File: config.mk
export PLATFORM = sky130hd
export DESIGN_NAME = comparator_event_control
export DESIGN_NICKNAME = d
export VERILOG_FILES = /design/src/verilog/comparator_event_pkg.sv /design/src/verilog/comparator_sync.sv /design/src/verilog/edge_event_detect.sv /design/src/verilog/comparator_event_control.sv
export VERILOG_INCLUDE_DIRS = /design/src /design/src/verilog
export SDC_FILE = /design/constraint.sdc
export NUM_CORES = 1
export LEC_CHECK = 0
export BUFFER_PORTS_ARGS = -buffer_cell sky130_fd_sc_hd__buf_2
export CAP_MARGIN = 0
export CORE_MARGIN = 8
export CORE_UTILIZATION = 43
export DETAILED_ROUTE_END_ITERATION = 12
export PLACE_DENSITY = 0.92
export SKIP_CTS_REPAIR_TIMING = 1
export SYNTH_ARGS = -nofsm -noshare
export SYNTH_HDL_FRONTEND = slang
export SYNTH_HIERARCHICAL = 1
export SYNTH_SLANG_ARGS = --single-unit
File: constraint.sdc
create_clock -name core_clk -period 3.93 [get_ports core_clk]
set_clock_uncertainty 0.15 [all_clocks]
set_input_delay 0 -clock core_clk [delete_from_list [all_inputs] [get_ports core_clk]]
set_output_delay 0 -clock core_clk [all_outputs]
set_load 0.005 [all_outputs]
File: src/verilog/comparator_event_regs.svh
// Behaviour
// - The comparator, its event detection and its pin drive work only while comparator_enable is 1.
// - reference_select picks the non-inverting input: 0 the positive pin, 1 the internal bandgap.
// - compare_event_flag sets on a configured compare event and clears only when software writes a one.
// - With compare_irq_enable at 1 the interrupt request is high while the flag is set, otherwise low.
// - comparator_output_value reads the present comparator output and reads 0 while disabled.
// - The comparator output drives comparator_out_pin only when output_pin_enable and enable are both 1.
// - event_mode selects the edge: 00 falling, 01 rising, 10 falling, 11 either.
// - In wait mode an enabled block keeps working and a flagged enabled event requests wake-up.
// - In stop mode an enabled block keeps comparing, driving the pin, flagging and requesting stop exit.
// - Leaving stop through reset returns every control and status bit to its reset value.
// - In background debug mode the block keeps working with no suspension.
// - The comparator output is high when the non-inverting input exceeds the inverting input.
`ifndef COMPARATOR_EVENT_REGS_SVH
`define COMPARATOR_EVENT_REGS_SVH
`define CMP_ADDR_STATUS_CONTROL 2'h0
`define CMP_ADDR_IRQ_STATUS     2'h1
`define CMP_ADDR_IRQ_MASK       2'h2
`define CMP_BIT_ENABLE          7
`define CMP_BIT_REFSEL          6
`define CMP_BIT_FLAG            5
`define CMP_BIT_IRQEN           4
`define CMP_BIT_OUTVAL          3
`define CMP_BIT_PINEN           2
`define CMP_CTRL_RESET          8'h00
`define CMP_MODE_FALL0          2'h0
`define CMP_MODE_RISE           2'h1
`define CMP_MODE_FALL2          2'h2
`define CMP_MODE_EITHER         2'h3
`define CMP_BUS_IDLE_DATA       32'h00000000
`endif

File: src/verilog/comparator_event_pkg.sv
package comparator_event_pkg;
    typedef enum logic [1:0] {
        MODE_FALL_A = 2'b00,
        MODE_RISE   = 2'b01,
        MODE_FALL_B = 2'b10,
        MODE_EITHER = 2'b11
    } event_mode_t;
    typedef enum logic [1:0] {
        BUS_IDLE   = 2'b00,
        BUS_ANSWER = 2'b01
    } bus_state_t;
endpackage

File: src/verilog/comparator_sync.sv
`timescale 1ns/1ps
// two-stage synchroniser for the analog comparator decision
module comparator_sync (
    input  wire logic core_clk,
    input  wire logic sys_rst,
    input  wire logic asyncIn,
    output logic      syncOut
);
    logic firstStage;

    // first stage is read only by the second stage
    always_ff @(posedge core_clk) begin
        if (sys_rst) begin
            firstStage <= 1'b0;
            syncOut    <= 1'b0;
        end else begin
            firstStage <= asyncIn;
            syncOut    <= firstStage;
        end
    end
endmodule

File: src/verilog/edge_event_detect.sv
`timescale 1ns/1ps
`include "comparator_event_regs.svh"
// turns the synchronised comparator level into one-cycle compare events
module edge_event_detect (
    input  wire logic                              core_clk,
    input  wire logic                              sys_rst,
    input  wire logic                              enable,
    input  wire logic                              level,
    input  wire comparator_event_pkg::event_mode_t mode,
    output logic                                   eventPulse
);
    logic lastLevel;
    logic rising;
    logic falling;

    // history held low while disabled: a level already high at enable counts as a rising edge
    always_ff @(posedge core_clk) begin
        if (sys_rst) begin
            lastLevel <= 1'b0;
        end else begin
            lastLevel <= enable ? level : 1'b0;
        end
    end

    assign rising  = level & ~lastLevel;
    assign falling = ~level & lastLevel;

    // edge selection by mode
    always_comb begin
        case (mode)
            comparator_event_pkg::MODE_FALL_A: eventPulse = enable & falling;
            comparator_event_pkg::MODE_RISE:   eventPulse = enable & rising;
            comparator_event_pkg::MODE_FALL_B: eventPulse = enable & falling;
            comparator_event_pkg::MODE_EITHER: eventPulse = enable & (rising | falling);
            default:                           eventPulse = 1'b0;
        endcase
    end
endmodule

File: src/verilog/comparator_event_control.sv
`timescale 1ns/1ps
`include "comparator_event_regs.svh"
// comparator control, event flag, interrupt and avalon-mm register slave
module comparator_event_control (
    input  wire logic        core_clk,
    input  wire logic        sys_rst,
    input  wire logic [1:0]  avs_address,
    input  wire logic        avs_read,
    input  wire logic        avs_write,
    input  wire logic [31:0] avs_writedata,
    input  wire logic [3:0]  avs_byteenable,
    output logic [31:0]      avs_readdata,
    output logic             avs_waitrequest,
    output logic [1:0]       avs_response,
    input  wire logic        noninverting_pin,
    input  wire logic        bandgap_reference,
    input  wire logic        inverting_pin,
    input  wire logic        analog_compare_result,
    output logic             reference_select_out,
    output logic             comparator_power_on,
    output logic             comparator_out_pin,
    output logic             comparator_out_pin_oe_n,
    output logic             compare_irq,
    output logic             wakeup_request,
    output logic             irq
);
    logic        comparatorEnable;
    logic        referenceSelect;
    logic        compareEventFlag;
    logic        compareIrqEnable;
    logic        outputPinEnable;
    logic [1:0]  eventMode;
    logic        syncLevel;
    logic        eventPulse;
    logic        comparatorOutputValue;
    logic        irqStatus;
    logic        irqMask;
    logic        accessCycle;
    logic        ctrlWrite;
    logic        statusWrite;
    logic        maskWrite;
    logic [7:0]  ctrlView;
    logic [31:0] next_readdata;
    logic        addrValid;
    comparator_event_pkg::bus_state_t busState;

    // the analog decision itself lives outside; this block steers it and reads the result
    assign comparator_power_on  = comparatorEnable;
    assign reference_select_out = referenceSelect;

    comparator_sync u_sync (
        .core_clk (core_clk),
        .sys_rst  (sys_rst),
        .asyncIn  (analog_compare_result),
        .syncOut  (syncLevel)
    );

    edge_event_detect u_edge (
        .core_clk   (core_clk),
        .sys_rst    (sys_rst),
        .enable     (comparatorEnable),
        .level      (syncLevel),
        .mode       (comparator_event_pkg::event_mode_t'(eventMode)),
        .eventPulse (eventPulse)
    );

    // visible output value forced low while disabled
    assign comparatorOutputValue = comparatorEnable & syncLevel;

    // bus handshake: one wait cycle, then the answer in the next cycle
    always_ff @(posedge core_clk) begin
        if (sys_rst) begin
            busState <= comparator_event_pkg::BUS_IDLE;
        end else begin
            case (busState)
                comparator_event_pkg::BUS_IDLE: begin
                    if (avs_read | avs_write) begin
                        busState <= comparator_event_pkg::BUS_ANSWER;
                    end
                end
                comparator_event_pkg::BUS_ANSWER: busState <= comparator_event_pkg::BUS_IDLE;
                default: busState <= comparator_event_pkg::BUS_IDLE;
            endcase
        end
    end

    assign accessCycle     = (busState == comparator_event_pkg::BUS_ANSWER);
    assign avs_waitrequest = (avs_read | avs_write) & ~accessCycle;
    assign addrValid       = (avs_address == `CMP_ADDR_STATUS_CONTROL) |
                             (avs_address == `CMP_ADDR_IRQ_STATUS) |
                             (avs_address == `CMP_ADDR_IRQ_MASK);
    assign ctrlWrite   = accessCycle & avs_write & avs_byteenable[0] & (avs_address == `CMP_ADDR_STATUS_CONTROL);
    assign statusWrite = accessCycle & avs_write & avs_byteenable[0] & (avs_address == `CMP_ADDR_IRQ_STATUS);
    assign maskWrite   = accessCycle & avs_write & avs_byteenable[0] & (avs_address == `CMP_ADDR_IRQ_MASK);

    // control fields; sync reset covers a reset that ends stop mode too
    always_ff @(posedge core_clk) begin
        if (sys_rst) begin
            comparatorEnable <= 1'((`CMP_CTRL_RESET) >> `CMP_BIT_ENABLE);
            referenceSelect  <= 1'b0;
            compareIrqEnable <= 1'b0;
            outputPinEnable  <= 1'b0;
            eventMode        <= `CMP_MODE_FALL0;
        end else if (ctrlWrite) begin
            comparatorEnable <= avs_writedata[`CMP_BIT_ENABLE];
            referenceSelect  <= avs_writedata[`CMP_BIT_REFSEL];
            compareIrqEnable <= avs_writedata[`CMP_BIT_IRQEN];
            outputPinEnable  <= avs_writedata[`CMP_BIT_PINEN];
            eventMode        <= avs_writedata[1:0];
        end
    end

    // event flag: set beats a same-cycle write-one clear
    always_ff @(posedge core_clk) begin
        if (sys_rst) begin
            compareEventFlag <= 1'b0;
        end else if (eventPulse) begin
            compareEventFlag <= 1'b1;
        end else if (ctrlWrite & avs_writedata[`CMP_BIT_FLAG]) begin
            compareEventFlag <= 1'b0;
        end
    end

    // sticky interrupt status, same set-wins priority
    always_ff @(posedge core_clk) begin
        if (sys_rst) begin
            irqStatus <= 1'b0;
        end else if (eventPulse) begin
            irqStatus <= 1'b1;
        end else if (statusWrite & avs_writedata[0]) begin
            irqStatus <= 1'b0;
        end
    end

    // interrupt mask register
    always_ff @(posedge core_clk) begin
        if (sys_rst) begin
            irqMask <= 1'b0;
        end else if (maskWrite) begin
            irqMask <= avs_writedata[0];
        end
    end

    // no clock gating in wait, stop or debug: logic simply keeps running
    assign compare_irq    = compareIrqEnable & compareEventFlag;
    assign wakeup_request = compareIrqEnable & compareEventFlag;
    assign irq            = irqStatus & irqMask;

    // pin drive only while enabled; oe low means driving
    always_ff @(posedge core_clk) begin
        if (sys_rst) begin
            comparator_out_pin      <= 1'b0;
            comparator_out_pin_oe_n <= 1'b1;
        end else begin
            comparator_out_pin      <= comparatorOutputValue;
            comparator_out_pin_oe_n <= ~(comparatorEnable & outputPinEnable);
        end
    end

    assign ctrlView = {comparatorEnable, referenceSelect, compareEventFlag, compareIrqEnable,
                       comparatorOutputValue, outputPinEnable, eventMode};

    // read data mux; unmapped reads zero with a slave error
    always_comb begin
        next_readdata = `CMP_BUS_IDLE_DATA;
        case (avs_address)
            `CMP_ADDR_STATUS_CONTROL: next_readdata = {24'h000000, ctrlView};
            `CMP_ADDR_IRQ_STATUS:     next_readdata = {31'h00000000, irqStatus};
            `CMP_ADDR_IRQ_MASK:       next_readdata = {31'h00000000, irqMask};
            default:                  next_readdata = `CMP_BUS_IDLE_DATA;
        endcase
    end

    // read data registered when the request is first seen, stands in answer cycle
    always_ff @(posedge core_clk) begin
        if (sys_rst) begin
            avs_readdata <= `CMP_BUS_IDLE_DATA;
            avs_response <= 2'h0;
        end else if (~accessCycle & (avs_read | avs_write)) begin
            avs_readdata <= avs_read ? next_readdata : `CMP_BUS_IDLE_DATA;
            avs_response <= addrValid ? 2'h0 : 2'h2;
        end
    end
endmodule

==> results.yml, run 1 <==
finish:
  nNetsFinal: 231
  syn_to_final_growth_pct: 24.1
  antenna_cells: 0
  layout.cells.non_filler: 213
  final_cell_mix: "31 x buf_2, 25 x conb_1, 24 x dfxtp_1"
  mostFrequentLayoutCell: "buf_2"
  final_util_pct: 54.9
  layout-drive-gt1-share_pct: 22.5
setup_path:
  crit_required_ns: 4.04
  worstSetupEndpointType: "flip-flop"
  critPathMaxStageDelay_ns: 0.59
  critPathSlowestCell: "or3_2"
  cp-start-kind: "flip-flop"
  cp_data_arrival_time_ns: 2.44
  path_cells: "nand3_1, or3_2, a21oi_1, dlygate4sd3_1"
  worstSetupPathType: "flip-flop to flip-flop"
  cp_max_fo: 15
synthesis:
  yosysSeqAreaShare_pct: 40.4
  yosys.area_share.adder_pct: 2.11
  avgSynthCellArea_um2: 8.80
  synth_largest_area_cell: "dfxtp_1"
  ys_types: 30
  netlist_top_cells_area: "dfxtp_1 40%, buf_4 16%, a22oi_1 3.8%"
  synth_xor_area_share_pct: 0
  muxShareOfSynthArea_pct: 1.68
  ys.warnings.count: 6
  synthCells: 135
  synth_top_family_by_area: "buffers and inverters"
  synth_seq_cells: 24
  synth_compound_gate_area_share_pct: 15.5
  synth_area_um2: 1190
  synth-simple-area-share_pct: 17.7
  synth_top_area_share_pct: 40.4
power_and_ir_drop:
  sw_frac_of_total_pct: 24.2
  p_sw_mw: 0.103
  p_total_mw: 0.428
  combPwrFrac_pct: 11.7
  power_density_nw_per_um2: 290
  pwr-share-seq_pct: 58.1
  clock_power_share_pct: 30.2
  vdd_drop_max_mv: 0.168
  p_int_mw: 0.325
  leakagePower_nw: 0.697
routing:
  vias: 986
  routed_wl_mm: 2.74
  drt_iter0_drc: 74
  antenna_left: 0
  route.detailed.drc: 0
  drtPass1Iterations: 4
  viasPerCell: 4.63
  wl_per_cell_um: 12.9
sta:
  post-route-period-util_pct: 59.3
  setup_tns_ns: 0
  slew_violations: 0
  setup_viol: 0
  worstMarginPinSlew_ns: 0.856
  relSlewSlack_pct: 42.8
  min_period_ns: 2.33
  hold_viol_final: 0
  max_freq_mhz: 429
  rsz0062_at_grt: "no"
placement:
  place_hpwl_mm: 1.89
  gp_congestion: 0.808
  port_buffers: 31
  place_inst: 190
die:
  core_um2: 2690
  die_w_um: 68.6
  num_rows: 19
  initial_utilization_pct: 44.2
  io_pins: 88
  die_y_um: 68.6
  die_area_um2: 4700
clock_network:
  numCtsBuffers: 3
  cts_sinks: 24
  tritoncts: "done"
  ctsRootBufferMaster: "clkbuf_4"
  cts_buffer_depth: 2
  clk_pin_slew_worst_paths_ns: 0.13
  clk_latency_ns: 0.31
  cts_max_level: 1
global_route:
  grt_pass1_vias: 818
  grtUsageTotal_pct: 10.3
  grt_pass1_wl_mm: 3.68
  grt.overflow.total: 0
  antenna_found_initial: 0
  grt_max_degree: 22
job:
  drv_cap: 0
min_path:
  hold_class: "input pin to flip-flop"
run_status:
  status: "completed"
-- final timing paths --
check                  start                      end  slack [ns]  cells past startpoint
max              busState[0]             eventMode[1]        1.60                      4
min                avs_write              busState[0]        0.09                      3
max reg2reg      busState[0]             eventMode[1]        1.60                      4
min reg2reg  outputPinEnable  comparator_out_pin_oe_n        0.27                      1
-- cell type report --
cell class,count,area (um2)
inverters,11,41.3
clock buffers,4,36.3
flip-flops and latches,24,480
fillers,253,1210
repair buffers,50,345
well taps,31,38.8
multi-input cells,93,533
-- through the flow --
| stage | instance area [um2] | hold WS (ns) | worst slack (ns) |
|---|---|---|---|
| CTS | 1280 | -0.273 | 2.20 |
| floorplan | 1280 | -0.0784 | 2.52 |
| finish | 1480 | 0.0896 | 1.60 |
| detailed placement | 1250 | 0.0667 | 2.22 |
| global placement | 1250 | 0.0599 | 2.27 |
| global route | 1480 | 0.131 | 1.46 |
-- layer usage --
layer  vias to the layer above  GRT usage (%)  part of all wire (%)
met5                         -              0                     0
met4                         0           5.37                   1.4
met3                         4           2.91                   8.0
met2                        36           17.8                    52
met1                       455           11.1                    39
li1                        491              -                     -
-- critical path: cells and delay by family (launching register included) --
| family | cells | cell delay (ns) |
|---|---|---|
| compound gates | 1 | 0.16 |
| buf+inv | 1 | 0.57 |
| flops | 1 | 0.43 |
| simple gates | 2 | 0.97 |
-- cells in the mapped netlist --
master,count
or3_1,2
o31ai_1,3
a32o_1,1
nand3b_1,2
a22oi_1,6
nor2_1,10
inv_1,11
buf_4,26
nor3b_1,2
ha_1,2
nand3_1,3
o21ai_0,6
conb_1,1
or2_4,1
a32oi_1,1
o211ai_1,1
clkbuf_1,2
buf_6,1
dfxtp_1,24
o21bai_1,1
nor2b_1,2
and2_1,3
nor4b_4,1
mux2i_1,2
a21oi_1,8
buf_2,2
and3_1,1
nand2_1,6
or3_2,3
o31ai_2,1
-- power groups by stage --
stage,Clock [mW],Sequential (mW),Combinational [mW]
floorplan,0,0.254,0.0417
global placement,0,0.254,0.0365
detailed placement,0,0.254,0.0369
CTS,0.133,0.249,0.0371
global route,0.145,0.249,0.0561
finish,0.129,0.249,0.0499
-- flip-flops by register name, summed over array words and instances, names as in the netlist --
register,flops
comparator_out_pin,1
u_sync/firstStage,1
avs_response,1
comparator_out_pin_oe_n,1
compareIrqEnable,1
reference_select_out,1
u_sync/syncOut,1
irqStatus,1
busState,1
eventMode,2
outputPinEnable,1
comparator_power_on,1
irqMask,1
compareEventFlag,1
avs_readdata,8
u_edge/lastLevel,1
-- cell families after synthesis --
family	after synthesis
other	1
adders and majority gates	2
muxes	2
buffers and inverters	42
DFF	24
AOI/OAI and AO/OA	28
and+or+nand+nor	36
Note: power is estimated with default switching activity, not from simulation.
==> inputs of run 2 (changes only) <==
ABC_AREA = 1   (was unset)
CORE_UTILIZATION = 36   (was 43)
PLACE_DENSITY = 0.82   (was 0.92)
clock period = 1.9 ns   (was 3.93 ns; I/O delays follow)
==> run 2 against run 1 <==
  * The run now ends with hold timing left
  * Sequential power is 110% higher
  * Flip-flop and latch count did not move
  * Cell area decreased by 2.6%
  * Largest power group unchanged
  * Highest routed layer unchanged
==> results.yml, run 2 <==
setup_path:
  cp-start-kind: "flip-flop"
  cp_data_arrival_time_ns: 1.51
  cp_max_fo: 4
  worstSetupEndpointType: "flip-flop"
  r2r-end: "irqStatus"
  crit_required_ns: 1.99
  r2r_slack_ns: 0.48
  rr_worst_depth: 9
  worstSetupPathType: "flip-flop to flip-flop"
  timing.rr.start: "u_sync/syncOut"
placement:
  port_buffers: 31
  place_inst: 230
  place_hpwl_mm: 2.03
  pre_cts_ws_ns: 0.521
  gp_congestion: 0.795
routing:
  drt_iter0_drc: 54
  antenna_left: 0
  routed_wl_mm: 2.71
  route.detailed.drc: 0
  viasPerCell: 4.10
  drtPass1Iterations: 4
  wl_per_cell_um: 11.0
  vias: 1008
synthesis:
  ys.warnings.count: 6
  synth_most_common_cell: "buf_4"
  synth_area_um2: 1210
  synth_seq_cells: 24
  avgSynthCellArea_um2: 7.59
  synth_commonest_cells: "26 x buf_4, 24 x dfxtp_1, 22 x nor2_1"
  ys_types: 21
  synth_largest_area_cell: "dfxtp_1"
  synthCells: 159
  synth_edf_count: 0
  synth_top_area_share_pct: 39.8
  netlist_top_cells_area: "dfxtp_1 40%, buf_4 16%, nor2_1 6.8%"
  ys.flop_type: "dfxtp_1"
  yosysSeqAreaShare_pct: 39.8
  synth_async_sr_flop_share_pct: 0
die:
  initial_utilization_pct: 36.7
  die_w_um: 73.9
  core_um2: 3280
  die_y_um: 73.9
  io_pins: 88
  die_area_um2: 5460
  num_rows: 21
run_status:
  violations: "hold timing"
  status: "finished with violations"
finish:
  antenna_cells: 0
  top_register: "avs_readdata"
  nNetsFinal: 250
  largest_reg_flops: 8
  final_cell_mix: "31 x buf_2, 25 x conb_1, 24 x dfxtp_1"
  mostFrequentLayoutCell: "buf_2"
  syn_to_final_growth_pct: 19.1
  final_util_pct: 43.7
  layout.cells.non_filler: 246
  layout-drive-gt1-share_pct: 22.0
  reg_top3: "avs_readdata (8), eventMode (2)"
sta:
  rsz0062_at_grt: "no"
  hold_viol_final: 1
  slew_violations: 0
  setup_tns_ns: 0
  post-route-period-util_pct: 74.7
  max_freq_mhz: 704
  min_period_ns: 1.42
  worst_slack_ns: 0.481
  setup_viol: 0
  holdWs_ns: -0.0205
clock_network:
  cts_max_level: 1
  clk_latency_ns: 0.30
  clk_pin_slew_worst_paths_ns: 0.11
  cts_buffer_depth: 2
  ctsRootBufferMaster: "clkbuf_4"
  tritoncts: "done"
  cts_sinks: 24
  numCtsBuffers: 3
global_route:
  grt_pass1_wl_mm: 4.07
  grt_pass1_vias: 950
  grt.overflow.total: 0
  antenna_found_initial: 0
  grt_max_degree: 15
  grtUsageTotal_pct: 9.29
min_path:
  holdPathEnd: "irqMask"
  min_from: "avs_byteenable[0]"
  hold_class: "input pin to flip-flop"
  min_path_cells: 5
power_and_ir_drop:
  vdd_drop_max_mv: 0.267
  leakagePower_nw: 0.698
  power_density_nw_per_um2: 585
job:
  drv_cap: 0
run 2: final cells by class:
class                   count  area [um2]
clock buffers               3        22.5
repair buffers             44         285
well taps                  46        57.6
inverters                  18        67.6
flip-flops and latches     24         480
multi-input cells         111         523
fillers                   344        1850
run 2: per-layer routing:
| layer | track usage [%] | vias up | share of wire, % | wire, um |
|---|---|---|---|---|
| li1 | - | 529 | - | - |
| met1 | 10.1 | 451 | 40 | 1080 |
| met2 | 16.6 | 26 | 53 | 1430 |
| met3 | 2.73 | 2 | 6.8 | 184 |
| met4 | 2.88 | 0 | 0.48 | 13 |
| met5 | 0 | - | 0 | 0 |
run 2: kinds of logic after synthesis:
group                    count (synthesis)  share of synthesized area (%)
AND/OR/NAND/NOR                         63                           24.8
buffers and inverters                   48                           24.3
flip-flops                              24                           39.8
AO/OA/AOI/OAI                           21                           8.71
adder cells (fa/ha/maj)                  2                           2.07
other                                    1                          0.311
run 2: metrics by stage:
step | total power [mW] | area (um2) | hold slack (ns)
final | 0.840 | 1440 | -0.0205
after floorplan | 0.630 | 1300 | -0.0803
after global placement | 0.623 | 1280 | 0.0478
after detailed placement | 0.625 | 1280 | 0.0605
after CTS | 0.828 | 1310 | -0.269
after global routing | 0.892 | 1440 | 0.0262
run 2: report_power, final:
group | internal [mW] | total (mW) | switching [mW]
Sequential | 0.514 | 0.522 | 0.00850
Clock | 0.0738 | 0.204 | 0.130
Combinational | 0.0467 | 0.114 | 0.0676
run 2: worst max-delay path: stages, from the launching register on:
cell,delay [ns]
dfxtp_1,0.40
inv_1,0.09
ha_1,0.29
inv_1,0.05
nand2_1,0.04
nand3_1,0.07
nand2_1,0.05
inv_1,0.04
inv_1,0.04
a21oi_1,0.13
run 2: worst max-delay path by stage:
| stage | to | depth (start not counted) | from |
|---|---|---|---|
| final | irqStatus | 9 | u_sync/syncOut |
| after global routing | compareEventFlag | 9 | u_sync/syncOut |
| after CTS | compareEventFlag | 9 | u_sync/syncOut |
| after detailed placement | irqStatus | 9 | u_sync/syncOut |
| after global placement | irqStatus | 9 | u_sync/syncOut |
| after floorplan | compareEventFlag | 9 | u_sync/syncOut |
